`src/shared/ldct_pkg.sv`:
```
package ldct_pkg;

  // ----------------------------------------------------------------
  // Register addresses
  // ----------------------------------------------------------------
  localparam logic [7:0] LDCT_CTRL_ADDR        = 8'h88;
  localparam logic [7:0] LDCT_MODE_ADDR        = 8'h89;
  localparam logic [7:0] LDCT_FIRST_LOW_ADDR   = 8'h8a;
  localparam logic [7:0] LDCT_SECOND_LOW_ADDR  = 8'h8b;
  localparam logic [7:0] LDCT_FIRST_HIGH_ADDR  = 8'h8c;
  localparam logic [7:0] LDCT_SECOND_HIGH_ADDR = 8'h8d;
  localparam logic [7:0] LDCT_CLKSEL_ADDR      = 8'h8e;
  localparam logic [7:0] LDCT_GATECFG_ADDR     = 8'h90;
  localparam logic [7:0] LDCT_IRQEN_ADDR       = 8'h91;

  // ----------------------------------------------------------------
  // Field positions
  // ----------------------------------------------------------------
  localparam int LDCT_CTRL_SECOND_FLAG = 7;
  localparam int LDCT_CTRL_SECOND_RUN  = 6;
  localparam int LDCT_CTRL_FIRST_FLAG  = 5;
  localparam int LDCT_CTRL_FIRST_RUN   = 4;
  localparam int LDCT_MODE_SECOND_GATE = 7;
  localparam int LDCT_MODE_SECOND_CSEL = 6;
  localparam int LDCT_MODE_SECOND_LSB  = 4;
  localparam int LDCT_MODE_FIRST_GATE  = 3;
  localparam int LDCT_MODE_FIRST_CSEL  = 2;
  localparam int LDCT_MODE_FIRST_LSB   = 0;
  localparam int LDCT_CLK_SECOND_SEL   = 3;
  localparam int LDCT_CLK_FIRST_SEL    = 2;
  localparam int LDCT_CLK_PRESC_LSB    = 0;
  localparam int LDCT_GCFG_FIRST_POL   = 0;
  localparam int LDCT_GCFG_SECOND_POL  = 1;
  localparam int LDCT_IRQ_FIRST_EN     = 0;
  localparam int LDCT_IRQ_SECOND_EN    = 1;

  // ----------------------------------------------------------------
  // Reset values and divider counts
  // ----------------------------------------------------------------
  localparam logic [7:0] LDCT_REG_RESET = 8'h00;
  localparam logic [5:0] LDCT_DIV_LAST [0:2] = '{6'd11, 6'd3, 6'd47};
  localparam logic [2:0] LDCT_EXT_DIV_LAST = 3'd7;

  // ----------------------------------------------------------------
  // Encodings
  // ----------------------------------------------------------------
  typedef enum logic [1:0] {
    LDCT_MODE_13BIT  = 2'b00,
    LDCT_MODE_16BIT  = 2'b01,
    LDCT_MODE_RELOAD = 2'b10,
    LDCT_MODE_SPLIT  = 2'b11
  } ldct_mode_e;

  typedef enum logic [1:0] {
    LDCT_PRESC_DIV12  = 2'b00,
    LDCT_PRESC_DIV4   = 2'b01,
    LDCT_PRESC_DIV48  = 2'b10,
    LDCT_PRESC_EXT8   = 2'b11
  } ldct_presc_e;

endpackage

```
`src/verilog/ldct_timers.sv`:
```
// Implementation choices: the address map and the address-and-strobe port.
`timescale 1ns/1ps
// Notes on behaviour
// Each timer picks system clock or one of four prescaled clocks.
// Counter function counts each falling edge on the count pin.
// Count pin levels last two clocks; up to a quarter clock rate.
// Each count is sixteen bits, read and written as two bytes.
// Mode, source, gating and run are set per timer independently.
// Mode 0 is 13 bits: high byte plus low five bits.
// 13-bit wrap sets the overflow flag; interrupt if enabled.
// Pin when counter select set, else system or prescaled clock.
// Counts only when run and gate off or gate input active.
// Setting run keeps the count; counting resumes from it.
// Software loads the start value before setting run.
// Second timer gates on the second input with its own polarity.
// Mode 1 counts all sixteen bits, same enabling as mode 0.
// Mode 2 low byte counts, reloads from high byte, sets flag.
// Software sets the low byte before enabling mode 2.
// Mode 3 low byte uses first timer controls, pin or clock.
// Mode 3 high byte counts clocks under second run, second flag.
// Second timer in mode 3 stops and holds.
// Split mode: second timer no pin, no flag, overflow still out.
// Split mode: second timer runs in modes 0-2 regardless of run.
// Overflow flag raises interrupt only when its enable is set.
// Prescale codes: divide 12, 4, 48, or external divided by 8.
// Flags clear by software write or on interrupt acknowledge.
// Mode field codes 0..3 are 13-bit, 16-bit, reload, split.
// Count pins synchronised; falling edge gives one-cycle enable.
module ldct_timers
  import ldct_pkg::*;
(
  // Clock and reset
  input  wire logic       i_mclk,
  input  wire logic       i_rst,
  // Register port
  input  wire logic [7:0] i_addr,
  input  wire logic [7:0] i_wdata,
  input  wire logic       i_wr,
  input  wire logic       i_rd,
  output logic      [7:0] o_rdata,
  // External pins
  input  wire logic       i_first_count_pin,
  input  wire logic       i_second_count_pin,
  input  wire logic       i_first_gate_input,
  input  wire logic       i_second_gate_input,
  input  wire logic       i_ext_clk,
  // Interrupt side
  input  wire logic       i_first_irq_ack,
  input  wire logic       i_second_irq_ack,
  output logic            o_first_irq,
  output logic            o_second_irq,
  output logic            o_second_overflow
);

  // ----------------------------------------------------------------
  // Step function for one timer
  // ----------------------------------------------------------------
  function automatic logic [16:0] ldct_step(input logic [1:0] mode,
                                            input logic [7:0] lo,
                                            input logic [7:0] hi);
    logic [13:0] c13;
    logic [16:0] c16;
    logic [8:0]  c8;
    c13 = {1'b0, hi, lo[4:0]} + 14'h0001;
    c16 = {1'b0, hi, lo} + 17'h00001;
    c8  = {1'b0, lo} + 9'h001;
    case (mode)
      LDCT_MODE_13BIT:  ldct_step = {c13[13], c13[12:5], lo[7:5],
                                     c13[4:0]};
      LDCT_MODE_16BIT:  ldct_step = c16;
      LDCT_MODE_RELOAD: ldct_step = {c8[8], hi,
                                     c8[8] ? hi : c8[7:0]};
      default:          ldct_step = {c8[8], hi, c8[7:0]};
    endcase
  endfunction

  // ----------------------------------------------------------------
  // Registers
  // ----------------------------------------------------------------
  logic [7:0]  mode_r;
  logic [7:0]  clksel_r;
  logic [1:0]  gatecfg_r;
  logic [1:0]  irqen_r;
  logic        first_run_r;
  logic        second_run_r;
  logic        first_flag_r;
  logic        second_flag_r;
  logic [7:0]  first_lo_r;
  logic [7:0]  first_hi_r;
  logic [7:0]  second_lo_r;
  logic [7:0]  second_hi_r;

  logic wr_ctrl;
  logic wr_f_lo;
  logic wr_f_hi;
  logic wr_s_lo;
  logic wr_s_hi;
  assign wr_ctrl = i_wr && (i_addr == LDCT_CTRL_ADDR);
  assign wr_f_lo = i_wr && (i_addr == LDCT_FIRST_LOW_ADDR);
  assign wr_f_hi = i_wr && (i_addr == LDCT_FIRST_HIGH_ADDR);
  assign wr_s_lo = i_wr && (i_addr == LDCT_SECOND_LOW_ADDR);
  assign wr_s_hi = i_wr && (i_addr == LDCT_SECOND_HIGH_ADDR);

  always_ff @(posedge i_mclk or posedge i_rst) begin
    if (i_rst) begin
      mode_r    <= LDCT_REG_RESET;
      clksel_r  <= LDCT_REG_RESET;
      gatecfg_r <= LDCT_REG_RESET[1:0];
      irqen_r   <= LDCT_REG_RESET[1:0];
    end else if (i_wr) begin
      case (i_addr)
        LDCT_MODE_ADDR:    mode_r    <= i_wdata;
        LDCT_CLKSEL_ADDR:  clksel_r  <= {4'h0, i_wdata[3:0]};
        LDCT_GATECFG_ADDR: gatecfg_r <= i_wdata[1:0];
        LDCT_IRQEN_ADDR:   irqen_r   <= i_wdata[1:0];
        default: ;
      endcase
    end
  end

  // ----------------------------------------------------------------
  // Pin synchronisers and edge detect
  // ----------------------------------------------------------------
  logic [4:0] pin_in;
  logic [4:0] sync1_r;
  logic [4:0] sync2_r;
  logic [4:0] prev_r;
  logic       first_fall;
  logic       second_fall;
  logic       ext_rise;
  assign pin_in = {i_ext_clk, i_second_gate_input, i_first_gate_input,
                   i_second_count_pin, i_first_count_pin};

  always_ff @(posedge i_mclk or posedge i_rst) begin
    if (i_rst) begin
      sync1_r <= 5'h00;
      sync2_r <= 5'h00;
      prev_r  <= 5'h00;
    end else begin
      sync1_r <= pin_in;
      sync2_r <= sync1_r;
      prev_r  <= sync2_r;
    end
  end

  assign first_fall  = prev_r[0] & ~sync2_r[0];
  assign second_fall = prev_r[1] & ~sync2_r[1];
  assign ext_rise    = ~prev_r[4] & sync2_r[4];

  // ----------------------------------------------------------------
  // Prescaler
  // ----------------------------------------------------------------
  logic [2:0] div_tick;
  logic [2:0] ext_cnt_r;
  logic       ext_tick;
  logic       presc_tick;
  ldct_presc_e presc;

  genvar g;
  generate
    for (g = 0; g < 3; g++) begin : g_div
      logic [5:0] cnt_r;
      always_ff @(posedge i_mclk or posedge i_rst) begin
        if (i_rst) begin
          cnt_r <= 6'h00;
        end else if (cnt_r == LDCT_DIV_LAST[g]) begin
          cnt_r <= 6'h00;
        end else begin
          cnt_r <= cnt_r + 6'h01;
        end
      end
      assign div_tick[g] = (cnt_r == LDCT_DIV_LAST[g]);
    end
  endgenerate

  always_ff @(posedge i_mclk or posedge i_rst) begin
    if (i_rst) begin
      ext_cnt_r <= 3'h0;
    end else if (ext_rise) begin
      ext_cnt_r <= ext_cnt_r + 3'h1;
    end
  end
  assign ext_tick = ext_rise && (ext_cnt_r == LDCT_EXT_DIV_LAST);

  assign presc = ldct_presc_e'(clksel_r[LDCT_CLK_PRESC_LSB +: 2]);
  always_comb begin
    case (presc)
      LDCT_PRESC_DIV12: presc_tick = div_tick[0];
      LDCT_PRESC_DIV4:  presc_tick = div_tick[1];
      LDCT_PRESC_DIV48: presc_tick = div_tick[2];
      LDCT_PRESC_EXT8:  presc_tick = ext_tick;
      default:          presc_tick = 1'b0;
    endcase
  end

  // ----------------------------------------------------------------
  // Count enables
  // ----------------------------------------------------------------
  ldct_mode_e first_mode;
  ldct_mode_e second_mode;
  logic first_clk;
  logic second_clk;
  logic split;
  logic first_run;
  logic second_run;
  logic first_inc;
  logic second_inc;
  logic hi_inc;
  assign first_mode  = ldct_mode_e'(mode_r[LDCT_MODE_FIRST_LSB +: 2]);
  assign second_mode = ldct_mode_e'(mode_r[LDCT_MODE_SECOND_LSB +: 2]);
  assign split = (first_mode == LDCT_MODE_SPLIT);

  assign first_clk  = clksel_r[LDCT_CLK_FIRST_SEL] | presc_tick;
  assign second_clk = clksel_r[LDCT_CLK_SECOND_SEL] | presc_tick;

  assign first_run = first_run_r &&
    (!mode_r[LDCT_MODE_FIRST_GATE] ||
     (sync2_r[2] == gatecfg_r[LDCT_GCFG_FIRST_POL]));
  assign second_run = (second_mode != LDCT_MODE_SPLIT) &&
    (split ||
     (second_run_r &&
      (!mode_r[LDCT_MODE_SECOND_GATE] ||
       (sync2_r[3] == gatecfg_r[LDCT_GCFG_SECOND_POL]))));

  assign first_inc = first_run &&
    (mode_r[LDCT_MODE_FIRST_CSEL] ? first_fall : first_clk);
  assign second_inc = second_run &&
    ((mode_r[LDCT_MODE_SECOND_CSEL] && !split) ?
     second_fall : second_clk);
  assign hi_inc = split && second_run_r && first_clk;

  // ----------------------------------------------------------------
  // Count registers
  // ----------------------------------------------------------------
  logic [16:0] first_step;
  logic [16:0] second_step;
  logic        first_ovf;
  logic        second_ovf;
  logic        hi_ovf;
  assign first_step  = ldct_step(first_mode, first_lo_r, first_hi_r);
  assign second_step = ldct_step(second_mode, second_lo_r, second_hi_r);
  assign first_ovf  = first_inc && first_step[16];
  assign second_ovf = second_inc && second_step[16];
  assign hi_ovf     = hi_inc && (first_hi_r == 8'hff);

  always_ff @(posedge i_mclk or posedge i_rst) begin
    if (i_rst) begin
      first_lo_r <= LDCT_REG_RESET;
      first_hi_r <= LDCT_REG_RESET;
    end else begin
      if (wr_f_lo) begin
        first_lo_r <= i_wdata;
      end else if (first_inc) begin
        first_lo_r <= first_step[7:0];
      end
      if (wr_f_hi) begin
        first_hi_r <= i_wdata;
      end else if (split) begin
        if (hi_inc) begin
          first_hi_r <= first_hi_r + 8'h01;
        end
      end else if (first_inc) begin
        first_hi_r <= first_step[15:8];
      end
    end
  end

  always_ff @(posedge i_mclk or posedge i_rst) begin
    if (i_rst) begin
      second_lo_r <= LDCT_REG_RESET;
      second_hi_r <= LDCT_REG_RESET;
    end else begin
      if (wr_s_lo) begin
        second_lo_r <= i_wdata;
      end else if (second_inc) begin
        second_lo_r <= second_step[7:0];
      end
      if (wr_s_hi) begin
        second_hi_r <= i_wdata;
      end else if (second_inc) begin
        second_hi_r <= second_step[15:8];
      end
    end
  end

  // ----------------------------------------------------------------
  // Control register: run bits and overflow flags
  // ----------------------------------------------------------------
  logic first_set;
  logic second_set;
  assign first_set  = first_ovf;
  assign second_set = split ? hi_ovf : second_ovf;

  always_ff @(posedge i_mclk or posedge i_rst) begin
    if (i_rst) begin
      first_run_r   <= 1'b0;
      second_run_r  <= 1'b0;
      first_flag_r  <= 1'b0;
      second_flag_r <= 1'b0;
    end else begin
      if (wr_ctrl) begin
        first_run_r  <= i_wdata[LDCT_CTRL_FIRST_RUN];
        second_run_r <= i_wdata[LDCT_CTRL_SECOND_RUN];
      end
      first_flag_r <= first_set |
        (~i_first_irq_ack &
         (wr_ctrl ? i_wdata[LDCT_CTRL_FIRST_FLAG] : first_flag_r));
      second_flag_r <= second_set |
        (~i_second_irq_ack &
         (wr_ctrl ? i_wdata[LDCT_CTRL_SECOND_FLAG] : second_flag_r));
    end
  end

  assign o_first_irq  = first_flag_r & irqen_r[LDCT_IRQ_FIRST_EN];
  assign o_second_irq = second_flag_r & irqen_r[LDCT_IRQ_SECOND_EN];

  always_ff @(posedge i_mclk or posedge i_rst) begin
    if (i_rst) begin
      o_second_overflow <= 1'b0;
    end else begin
      o_second_overflow <= second_ovf;
    end
  end

  // ----------------------------------------------------------------
  // Read port
  // ----------------------------------------------------------------
  logic [7:0] rd_nxt;
  always_comb begin
    case (i_addr)
      LDCT_CTRL_ADDR:        rd_nxt = {second_flag_r, second_run_r,
                                       first_flag_r, first_run_r, 4'h0};
      LDCT_MODE_ADDR:        rd_nxt = mode_r;
      LDCT_FIRST_LOW_ADDR:   rd_nxt = first_lo_r;
      LDCT_SECOND_LOW_ADDR:  rd_nxt = second_lo_r;
      LDCT_FIRST_HIGH_ADDR:  rd_nxt = first_hi_r;
      LDCT_SECOND_HIGH_ADDR: rd_nxt = second_hi_r;
      LDCT_CLKSEL_ADDR:      rd_nxt = clksel_r;
      LDCT_GATECFG_ADDR:     rd_nxt = {6'h00, gatecfg_r};
      LDCT_IRQEN_ADDR:       rd_nxt = {6'h00, irqen_r};
      default:               rd_nxt = 8'h00;
    endcase
  end

  always_ff @(posedge i_mclk or posedge i_rst) begin
    if (i_rst) begin
      o_rdata <= 8'h00;
    end else begin
      o_rdata <= i_rd ? rd_nxt : 8'h00;
    end
  end
endmodule

```
`config.mk`:
```
export PLATFORM = sky130hd
export DESIGN_NAME = ldct_timers
export DESIGN_NICKNAME = d
export VERILOG_FILES = /design/src/shared/ldct_pkg.sv /design/src/verilog/ldct_timers.sv
export SDC_FILE = /design/constraint.sdc
export NUM_CORES = 1
export LEC_CHECK = 0
export BUFFER_PORTS_ARGS = -buffer_cell sky130_fd_sc_hd__buf_2
export CORE_UTILIZATION = 60
export DETAILED_ROUTE_END_ITERATION = 16
export PLACE_DENSITY = 0.79
export SLEW_MARGIN = 5
export SYNTH_ARGS = -nofsm -noshare
export SYNTH_HDL_FRONTEND = slang
export SYNTH_SLANG_ARGS = --single-unit
export TNS_END_PERCENT = 20
```
`constraint.sdc`:
```
create_clock -name i_mclk -period 3.4 [get_ports i_mclk]
set_input_delay 0.17 -clock i_mclk [delete_from_list [all_inputs] [get_ports i_mclk]]
set_output_delay 0.17 -clock i_mclk [all_outputs]
set_load 0.005 [all_outputs]
```
* Word level (Yosys, flattened, before mapping) *
Cells that the tools add are included.

word-level totals
  memories kept = 0
  bits in latches = 0
  bits of input ports = 27
  bits in registers = 97
  memory bits (read-only) = 0
  word-level logic and storage cells = 145
  memory bits (writable) = 0

cells by class
  reduce and logical (&&, ||, !) cells = 40
  $lt $le $gt $ge = 0
  divide/modulo/power cells = 0
  shift operators = 0
  equality and inequality tests = 30
  bitwise gates (word level) = 16
  multipliers = 0
  $add $sub $neg = 11
  mux-type cells = 25

operators with widths
  kind                                                 number
  2-to-1 mux 8 bit                                     13
  one-hot mux 17 bit (3 select lines)                  2
  equality test 8 bit, second input constant           10
  one-hot mux 8 bit (9 select lines)                   1
  adder 16 x 1 -> 17 bit, second input constant        2
  adder 13 x 1 -> 14 bit, second input constant        2
  adder 6 x 1 -> 6 bit, second input constant          3
  adder 8 x 1 -> 9 bit, second input constant          2
  2-to-1 mux 6 bit                                     3
  logical AND 1 bit                                    17
  AND reduction 2 bit                                  6
  equality test 2 bit, second input constant           5
  adder 8 x 1 -> 8 bit, second input constant          1
  inequality test 2 bit, second input constant         4
  bitwise AND 1 bit                                    7
  equality test 2 x 1 -> 1 bit, second input constant  3
  equality test 6 x 2 -> 1 bit, second input constant  1
  equality test 6 x 4 -> 1 bit, second input constant  1
  equality test 6 bit, second input constant           1
  zero test 2 bit                                      3
  nonzero test 2 bit                                   3
  nonzero test 3 bit                                   2
  2-to-1 mux 1 bit                                     5
  inverter 1 bit                                       5
  12 further kinds                                     20

* Logic depth before layout (Yosys ltp) *
Gate-level depths: netlist of run 1.

  depth after elaboration = 10
  mapped depth = 9
  depth with buffers taken out = 8

* Worst setup path before layout of run 1 *
OpenSTA, ideal clock, no wires.

  path type = reg2reg
  start point = register g_div[1].cnt_r[0]
  end point = register first_hi_r[2]
  setup time = 0.126 ns
  stages on the path, launching flop included = 9
  arrival = 2.224 ns
  period minus slack after synthesis = 2.350 ns
  setup slack = 1.050 ns
  cell sequence = dfrtp_1 -> ha_1 -> or3b_1 -> nor4b_2 -> o32ai_2 -> a31o_1 -> buf_2 -> and2_1 -> a221o_1

on the way
  cells in the longest elaborated chain, start to end = 7

ends and longest elaborated chain
  element                                 RTL line            source
  start, declared                         ldct_timers.sv:162  logic [5:0] cnt_r;
  start signal, assigned                  ldct_timers.sv:169  cnt_r <= cnt_r + 6'h01;
  equality test 6 x 2 -> 1 bit *          ldct_timers.sv:172  assign div_tick[g] = (cnt_r == LDCT_DIV_LAST[g]);
  one-hot mux 1 bit (4 select lines) *    ldct_timers.sv:187  case (presc)
  bitwise OR 1 bit *                      ldct_timers.sv:213  assign first_clk = clksel_r[LDCT_CLK_FIRST_SEL] | presc_tick;
  2-to-1 mux 1 bit                        ldct_timers.sv:226  (mode_r[LDCT_MODE_FIRST_CSEL] ? first_fall : first_clk);
  logical AND 1 bit                       ldct_timers.sv:225  assign first_inc = first_run &&
  nonzero test 3 bit (no source line)     -
  AND reduction 4 bit (no source line) *  -
  end signal, assigned                    ldct_timers.sv:257  first_hi_r <= i_wdata;
  end signal, assigned                    ldct_timers.sv:260  first_hi_r <= first_hi_r + 8'h01;
  end signal, assigned                    ldct_timers.sv:263  first_hi_r <= first_step[15:8];
  end, declared                           ldct_timers.sv:89   logic [7:0] first_hi_r;

Mark *: on every way between the ends. The rest lies on a longest branch, timed or not.
A chain may end at the register's enable or synchronous reset.

* Worst setup path after layout of run 1 *
  start point = register g_div[1].cnt_r[0]
  end point = register first_hi_r[4]

Same word-level chain as after synthesis.

==> flow_summary.json, run 1 <==
{
  "outcome": "completed",
  "synth_top_area_cell": "dfrtp_1",
  "yosys-top-cells-area": "dfrtp_1, mux2_2, nand2_1, xnor2_1, nor2_1",
  "crit_path_top_delay_cell": "o32ai_2",
  "final_hold_viol_count": 0,
  "io_buffers": 37,
  "nNetsFinal": 650,
  "post_drt_wl_per_cell_um": 20.7,
  "syn_area_sq_um": 5610,
  "crit_path_cell_trace": "ha_1 > or3b_1 > nor4b_2 > o32ai_2 > a31o_1 > and4b_1 > a221o_1",
  "antenna_cells": 0,
  "die_h_um": 98.7,
  "required_ps": 3660,
  "ys_seq_area_share_pct": 42.4,
  "syn-num-nets": 625,
  "cts_buffer_depth": 2,
  "grt_start_max_net_pins": 92,
  "synth_seq_cells": 95,
  "cts_buffers": 9,
  "worstPathMaxFanout": 14,
  "place_hpwl_mm": 10.6,
  "p_leak_nw": 2.52,
  "ant_nets": 0,
  "crit_type": "reg -> reg",
  "drv_slew": 0,
  "nFillCells": 683,
  "async_reset_ff_share_pct": 100,
  "synth.top_cell.area_share_pct": 42.4,
  "synth_cells": 590,
  "power_w": 0.00298,
  "ios": 38,
  "areaGrowthSynthToFinish_pct": 8.63,
  "period_minus_slack_ps": 3140,
  "core-area_sq_um": 8890,
  "min_period_over_period_pct": 92.4,
  "netlist-cell-type-count": 65,
  "crit_path_end_kind": "register",
  "clk_pin_slew_ps": 110,
  "reg2regPathDepth": 7,
  "cap_violations": 0,
  "cp-start-kind": "register",
  "post-cts-setup-buffers": 0,
  "drc": 0,
  "clock-sinks": 95,
  "tns_ps": 0,
  "grt_pass1_wl_mm": 24.8,
  "cts_tree": "built",
  "synth_ff_type": "dfrtp_1",
  "initial_utilization_pct": 63.1,
  "fmax_mhz": 318,
  "gp_congestion": 0.954,
  "layout_commonest_cell": "dfrtp_1",
  "die_w_um": 98.7,
  "cp_data_arrival_time_ps": 3410,
  "antenna_found_initial": 0,
  "tightest_slew_ps": 1350,
  "htreeDepth": 3,
  "grt_setup_unrepaired": "false",
  "slew_headroom_pct": 9.83,
  "ir_worst_vdd_v": 0.000290,
  "grt.overflow.total": 0,
  "via_per_inst": 6.77,
  "wl_mm": 15.1,
  "cpPeakStageDelay_ps": 1110,
  "drive_gt1_share_pct": 16.6,
  "grt_pass1_vias": 4852,
  "syn_area_per_cell_sq_um": 9.51,
  "cts_resized": 0,
  "skew_ps": 18.7,
  "grt.total_usage_pct": 33.0,
  "synth_edf_count": 0,
  "rows": 34,
  "cts_root_buf": "clkbuf_8",
  "holdBufCountCts": 6,
  "mostFrequentLayoutCells": "dfrtp_1, nand2_1, nor2_1",
  "synth_warnings": 0,
  "min_path_type": "in -> async",
  "vias": 4928,
  "dieArea_sq_um": 9740,
  "drt-initial-drc-count": 509,
  "powerDensity_nw_per_um2": 489,
  "drt_first_pass_iters": 6,
  "setup_violations": 0,
  "clkLatencyLatePin_ps": 380
}
==> through the flow <==
step	util, %	hold slack [ps]	cell area [sq um]	instances	setup slack [ps]
after floorplan	-	201	5610	590	753
after global placement	65.7	278	5840	706	404
after detailed placement	65.7	281	5840	706	356
after CTS	68.5	111	6090	728	310
after global routing	68.5	105	6090	728	90.1
final	68.5	52.8	6090	728	258
==> final timing paths <==
path | end | startpoint | slack (ps)
min in group i_mclk | first_lo_r[5] | i_wdata[5] | 110
hold / removal | sync1_r[3] | i_rst | 50
setup / recovery | first_hi_r[4] | g_div[1].cnt_r[0] | 260
setup reg to reg | first_hi_r[4] | g_div[1].cnt_r[0] | 260
hold reg to reg | sync2_r[3] | sync1_r[3] | 360
max in group asynchronous | g_div[1].cnt_r[5] | i_rst | 2600
==> metal layers <==
metal	up-vias	track usage [%]	share of wire (%)	wire length (um)
li1	2223	-	-	-
met4	0	14.8	3.4	512
met3	56	6.17	9.7	1470
met5	-	0	0	0
met2	270	52.1	47	7070
met1	2379	44.8	40	6010
==> cell usage after synthesis (all sizes together) (4+ instances only) <==
cell,n
a2111oi,6
a211oi,9
a21oi,32
a221o,7
a221oi,5
a22o,4
a22oi,5
a31oi,9
and2,6
and3,9
and4,4
buf,9
clkbuf,28
dfrtp,95
ha,8
inv,12
mux2,26
mux2i,19
mux4,4
nand2,58
nand2b,6
nand3,26
nand4,13
nor2,51
nor3,6
nor4,4
nor4b,4
o211ai,6
o21a,4
o21ai,39
o22ai,8
xnor2,23
xor2,9
==> worst max-delay path: cells and delay by family, from the launching register on <==
kind	cells	cell delay, ps
DFF	1	430
AOI/OAI and AO/OA	3	1840
and+or+nand+nor	3	510
adders and majority gates	1	250
==> final cells by class <==
cell class,count,area [sq um],share of cell area (%)
clock inverter,7,70.1,1.15
clock buffer,9,124,2.03
tap,108,135,2.22
timing repair buffer,51,305,5.01
inverter,12,47.5,0.780
multi-input combinational,446,3040,49.8
sequential,95,2380,39.0
==> power breakdown <==
group          internal (W)  switching [W]
sequential          0.00124       0.000210
clock              0.000290       0.000467
combinational      0.000339       0.000437
==> cell families (layout without fill, tap and decap cells) <==
family,after synthesis,count (layout),synth area share (%)
AO/OA/AOI/OAI,154,154,19.3
XOR/XNOR,32,32,5.00
adder cells (fa/ha/maj),8,8,1.78
buffers and inverters,49,79,3.52
flip-flops,95,95,42.4
multiplexers,49,49,10.2
AND/OR/NAND/NOR,203,203,17.8
==> registers in the layout, summed over array words and instances, names as in the netlist, 3 cells and up <==
register,flops
g_div.cnt_r,18
first_hi_r,8
first_lo_r,8
mode_r,8
o_rdata,8
second_hi_r,8
second_lo_r,8
sync1_r,5
sync2_r,5
clksel_r,4
ext_cnt_r,3
prev_r,3
(Power assumes the default switching activity.)
==> run 2: changes to the inputs <==
==> constraint.sdc (replaced) <==
create_clock -name i_mclk -period 3.1 [get_ports i_mclk]
set_input_delay 0.155 -clock i_mclk [delete_from_list [all_inputs] [get_ports i_mclk]]
set_output_delay 0.155 -clock i_mclk [all_outputs]
set_load 0.005 [all_outputs]
==> flow_summary.json, run 2 (same netlist as run 1, synthesis figures left out) <==
{
  "drt_first_pass_iters": 6,
  "drt-initial-drc-count": 487,
  "layout_commonest_cell": "dfrtp_1",
  "cp-start-kind": "register",
  "final_hold_viol_count": 0,
  "reg2regPathDepth": 7,
  "outcome": "completed",
  "cts_root_buf": "clkbuf_8",
  "cts_buffer_depth": 2,
  "period_minus_slack_ps": 2600,
  "holdBufCountCts": 7,
  "met3_usage_pct": 4.68,
  "drv_slew": 0,
  "p_leak_nw": 2.57,
  "worstHoldPathCells": 3,
  "crit_path_top_delay_cell": "a2111oi_0",
  "post_drt_wl_per_cell_um": 20.5,
  "initial_utilization_pct": 63.1,
  "tns_ps": 0,
  "ant_nets": 0,
  "cts_buffers": 9,
  "slew_headroom_pct": 53.9,
  "antenna_found_initial": 0,
  "grt_start_max_net_pins": 56,
  "antenna_cells": 0,
  "required_ps": 3420,
  "path_buf_inv": 0,
  "largest_reg_flops": 18,
  "die_h_um": 98.7,
  "nNetsFinal": 660,
  "min_path_type": "in -> reg",
  "crit_path_cell_trace": "ha_1 > or3b_1 > nor4b_2 > o32ai_2 > a31o_1 > a2111oi_0 > a221o_1",
  "drc": 0,
  "largest-register": "g_div.cnt_r",
  "cts_tree": "built",
  "busiest_layer": "met2",
  "wl_mm": 15.2,
  "fmax_mhz": 385,
  "cts_resized": 0,
  "via_per_inst": 6.77,
  "cap_violations": 0,
  "ios": 38,
  "io_buffers": 37,
  "pre_cts_ws_ps": 561,
  "crit_path_end_kind": "register",
  "fin_cells": 738,
  "grt_pass1_wl_mm": 25.0,
  "grt_setup_unrepaired": "false",
  "drive_gt1_share_pct": 17.8,
  "cp_data_arrival_time_ps": 2920,
  "clk_pin_slew_ps": 110,
  "use_met1_pct": 47.0,
  "min_period_over_period_pct": 83.9,
  "mostFrequentLayoutCells": "dfrtp_1, nand2_1, nor2_1",
  "rows": 34,
  "cpLargestDelayFamily": "compound AO/OA/AOI/OAI gates",
  "tightest_slew_ps": 692,
  "clock-sinks": 95,
  "clkLatencyLatePin_ps": 380,
  "crit_type": "reg -> reg",
  "place_hpwl_mm": 11.1,
  "cpPeakStageDelay_ps": 460,
  "worstSetupPathDepth": 7,
  "powerDensity_nw_per_um2": 529,
  "ir_worst_vdd_v": 0.000318,
  "grt.total_usage_pct": 33.6,
  "post-cts-setup-buffers": 0,
  "grt_pass1_vias": 4777,
  "skew_ps": 15.1,
  "placedCellCount": 715,
  "htreeDepth": 3,
  "dieArea_sq_um": 9740,
  "die_w_um": 98.7,
  "vias": 4994,
  "core-area_sq_um": 8890,
  "gp_congestion": 0.966,
  "setup_violations": 0,
  "setup_slack_ps": 499,
  "areaGrowthSynthToFinish_pct": 10.1,
  "grt.overflow.total": 0,
  "worstPathMaxFanout": 10,
  "use_met2_pct": 52.4,
  "hold_ws_ps": 94.5
}
==> run 2: changes by cell type in the layout (fill, tap and decap cells not counted), sizes merged <==
cell / delta
dlygate4sd3: +1
buf: +9
==> run 2: layout make-up <==
cell class	instances	area, sq um
Tap cell	108	135
Inverter	12	47.5
Clock buffer	9	124
Multi-Input combinational cell	446	3040
Fill cell	702	2720
Timing Repair Buffer	61	383
Clock inverter	7	72.6
Sequential cell	95	2380
==> run 2: final timing paths <==
check,end,slack [ps],start
max reg2reg,first_hi_r[3],500,g_div[1].cnt_r[0]
max,first_hi_r[3],500,g_div[1].cnt_r[0]
max in group asynchronous,g_div[2].cnt_r[0],1920,i_rst
min,second_lo_r[6],90,i_wdata[6]
min in group asynchronous,sync1_r[3],430,i_rst
min reg2reg,sync2_r[1],360,sync1_r[1]
==> run 2: worst min-delay path, cell delays in order <==
cell and delay, ps:
buf_2 160, nand2_1 70, o21ai_1 50
==> run 2: power by group <==
group	switching [W]	internal, W	leakage (nW)
clock	0.000511	0.000320	0.103
sequential	0.000232	0.00136	1.16
combinational	0.000472	0.000377	1.30
total	0.00122	0.00205	2.57
==> run 2: layer usage <==
metal / part of all wire, % / vias to the layer above
li1: - / 2262
met2: 46 / 256
met4: 3.4 / 0
met5: 0 / -
met1: 42 / 2428
met3: 8.2 / 48
==> run 2: through the flow <==
| stage | cell area (sq um) | util, % | power (W) |
|---|---|---|---|
| 2_1_floorplan | 5610 | - | 0.00220 |
| 3_3_place_gp | 5910 | 66.5 | 0.00241 |
| 3_5_place_dp | 5910 | 66.5 | 0.00243 |
| 4_1_cts | 6170 | 69.4 | 0.00326 |
| 5_1_grt | 6170 | 69.4 | 0.00344 |
| 6_report | 6170 | 69.4 | 0.00327 |
==> run 3: changes to the inputs <==
--- a/config.mk
+++ b/config.mk
@@ -5,10 +5,11 @@
 export SDC_FILE = /design/constraint.sdc
 export NUM_CORES = 1
 export LEC_CHECK = 0
+export ABC_AREA = 1
 export BUFFER_PORTS_ARGS = -buffer_cell sky130_fd_sc_hd__buf_2
-export CORE_UTILIZATION = 60
+export CORE_UTILIZATION = 56
 export DETAILED_ROUTE_END_ITERATION = 16
-export PLACE_DENSITY = 0.79
+export PLACE_DENSITY = 0.77
 export SLEW_MARGIN = 5
 export SYNTH_ARGS = -nofsm -noshare
 export SYNTH_HDL_FRONTEND = slang
==> constraint.sdc (replaced) <==
create_clock -name i_mclk -period 2.3 [get_ports i_mclk]
set_input_delay 0.115 -clock i_mclk [delete_from_list [all_inputs] [get_ports i_mclk]]
set_output_delay 0.115 -clock i_mclk [all_outputs]
set_load 0.005 [all_outputs]
==> flow_summary.json, run 3 <==
{
  "cap_violations": 0,
  "io_buffers": 37,
  "wl_mm": 18.6,
  "power_w": 0.00381,
  "switching_share_pct": 35.1,
  "synth_warnings": 0,
  "layout_commonest_cell": "nand2_1",
  "worstSetupPathDepth": 11,
  "synth_edf_count": 0,
  "fin_cells": 1068,
  "vias": 6305,
  "r2r-start": "ext_cnt_r[0]",
  "synth.most_common_cell": "nand2_1",
  "synth_top_area_cell": "dfrtp_1",
  "cts_buffers": 9,
  "min_period_over_period_pct": 88.7,
  "crit_path_end_kind": "register",
  "clock-sinks": 95,
  "grt_setup_unrepaired": "false",
  "crit_type": "reg -> reg",
  "largest_reg_flops": 18,
  "min_path_type": "in -> reg",
  "areaGrowthSynthToFinish_pct": 10.7,
  "intPower_w": 0.00247,
  "drv_slew": 0,
  "worstSetupEndpoint": "first_lo_r[2]",
  "fmax_mhz": 490,
  "syn_area_sq_um": 6110,
  "synth_common_cells": "nand2_1, inv_1, dfrtp_1",
  "clk_pin_slew_ps": 110,
  "antenna_cells": 0,
  "drt-initial-drc-count": 739,
  "antenna_found_initial": 0,
  "critPathLaunch": "ext_cnt_r[0]",
  "rrSetupSlack_ps": 260,
  "nNetsFinal": 962,
  "synth_seq_cells": 95,
  "powerDensity_nw_per_um2": 563,
  "grt_pass1_vias": 5967,
  "rows": 37,
  "synth_ff_type": "dfrtp_1",
  "syn-num-nets": 907,
  "skew_ps": 11.5,
  "cp_data_arrival_time_ps": 2340,
  "grt.total_usage_pct": 34.8,
  "cp-start-kind": "register",
  "cpPeakStageDelay_ps": 400,
  "outcome": "completed",
  "drt_first_pass_iters": 6,
  "async_reset_ff_share_pct": 100,
  "synth_cells": 872,
  "setup_violations": 0,
  "cts_buffer_depth": 2,
  "slew_headroom_pct": 60.7,
  "power_frac_seq_pct": 51.2,
  "hold_ws_ps": 33.1,
  "initial_utilization_pct": 58.4,
  "p_switching_w": 0.00134,
  "ir_worst_vdd_v": 0.000502,
  "drc": 0,
  "tightest_slew_ps": 587,
  "htreeDepth": 3,
  "worstPathMaxFanout": 7,
  "path_buf_inv": 2,
  "grt.overflow.total": 0,
  "reg2regPathDepth": 11,
  "cts_tree": "built",
  "crit_path_cell_trace": "ha_1 > ha_1 > nand3b_1 > nand2_1 > nor2_1 > nand4_1 > buf_4 > nand2_1 > inv_1 > o21ai_1 > nand2_1",
  "place_hpwl_mm": 14.3,
  "grt_start_max_net_pins": 55,
  "mostFrequentLayoutCells": "nand2_1, inv_1, dfrtp_1",
  "p_clk_share_pct": 29.3,
  "crit_path_top_delay_cell": "dfrtp_1",
  "place_area_sq_um": 6470,
  "cts_resized": 0,
  "cpLargestDelayFamily": "simple AND/OR/NAND/NOR gates",
  "p_leak_nw": 3.38,
  "period_minus_slack_ps": 2040,
  "placedCellCount": 1042,
  "netlist-cell-type-count": 36,
  "cp_common_cell": "nand2_1",
  "yosys-top-cells-area": "dfrtp_1, nand2_1, nand3_1, inv_1, o21ai_0",
  "drive_gt1_share_pct": 12.1,
  "die_h_um": 106,
  "tns_ps": 0,
  "synth.top_cell.area_share_pct": 38.9,
  "cts_root_buf": "clkbuf_8",
  "clkLatencyLatePin_ps": 400,
  "ant_nets": 0,
  "r2r-end": "first_lo_r[2]",
  "ys_seq_area_share_pct": 38.9,
  "required_ps": 2600,
  "postLayoutCellArea_sq_um": 6760,
  "post_drt_wl_per_cell_um": 17.4,
  "die_w_um": 106,
  "core-area_sq_um": 10500,
  "grt_pass1_wl_mm": 29.9,
  "final_hold_viol_count": 0,
  "ios": 38,
  "combPwrFrac_pct": 19.5,
  "dieArea_sq_um": 11300,
  "via_per_inst": 5.90,
  "largest-register": "g_div.cnt_r",
  "syn_area_per_cell_sq_um": 7.00,
  "gp_congestion": 0.963
}
-- run 3: cell count changes after synthesis, sizes merged, moves of 7 or more --
cell	delta
nand3	+73
mux2i	-19
clkbuf	-28
nor2	+49
nand2	+198
nor3	+10
a211oi	-9
inv	+95
and3	-9
o22ai	+10
mux2	-26
o21ai	+41
a221o	-7
xnor2	-22
-- run 3: how the worst min path moves through the flow --
| stage | from | end | slack, ps | cells past startpoint |
|---|---|---|---|---|
| 6_report | i_wdata[4] | first_lo_r[4] | 30 | 3 |
| 5_1_grt | i_wdata[4] | first_lo_r[4] | 30 | 3 |
| 4_1_cts | i_wdata[4] | first_lo_r[4] | 8 | 3 |
| 3_5_place_dp | i_rst | g_div[2].cnt_r[0] | 3 | 2 |
| 3_3_place_gp | i_rst | g_div[2].cnt_r[0] | 2 | 2 |
| 2_1_floorplan | i_first_count_pin | sync1_r[0] | 150 | 0 |
-- run 3: power groups by stage --
stage	combinational (W)	sequential [W]	clock (W)
4_1_cts	0.000722	0.00194	0.00114
3_5_place_dp	0.000705	0.00198	0
3_3_place_gp	0.000688	0.00197	0
6_report	0.000743	0.00195	0.00112
5_1_grt	0.000826	0.00197	0.00119
2_1_floorplan	0.000502	0.00191	0
-- run 3: worst register-to-register path: cells and delay by family, from the launching register on --
kind,cells,cell delay [ps]
fa+ha+maj,2,380
buf+inv,2,310
simple gates,6,710
compound gates,1,150
flops,1,400
-- run 3: metal layers --
| layer | share of wire [%] | global-route usage (%) | vias up |
|---|---|---|---|
| met1 | 41 | 46.6 | 2923 |
| met2 | 44 | 50.7 | 331 |
| met4 | 4.7 | 19.5 | 0 |
| met3 | 11 | 9.63 | 74 |
| met5 | 0 | 0 | - |
| li1 | - | - | 2977 |
-- run 3: cells by family after synthesis --
group | synth area share [%]
simple gates | 37.3
compound gates | 12.5
buf+inv | 7.76
flops | 38.9
xor+xnor | 1.86
fa+ha+maj | 1.64
-- run 3: layout make-up --
class | instances | area [sq um]
well taps | 136 | 170
inverters | 107 | 405
fillers | 976 | 3700
clock inverters | 7 | 75.1
clock buffers | 9 | 124
repair buffers | 55 | 355
flip-flops and latches | 95 | 2380
multi-input cells | 659 | 3260
-- run 3: per-stage QoR --
step / utilization [%] / setup slack (ps)
finish: 64.6 / 259
global route: 64.6 / 101
CTS: 64.6 / 194
detailed placement: 61.8 / 218
global placement: 61.8 / 298
floorplan: - / 603
-- run 3: repair_timing --
| action | CTS | global route |
|---|---|---|
| buffers inserted | 0 | 1 |
| endpoints found under the hold margin | 103 | 0 |
| setup endpoints to repair | 0 | 9 |
| hold buffers | 9 | 0 |
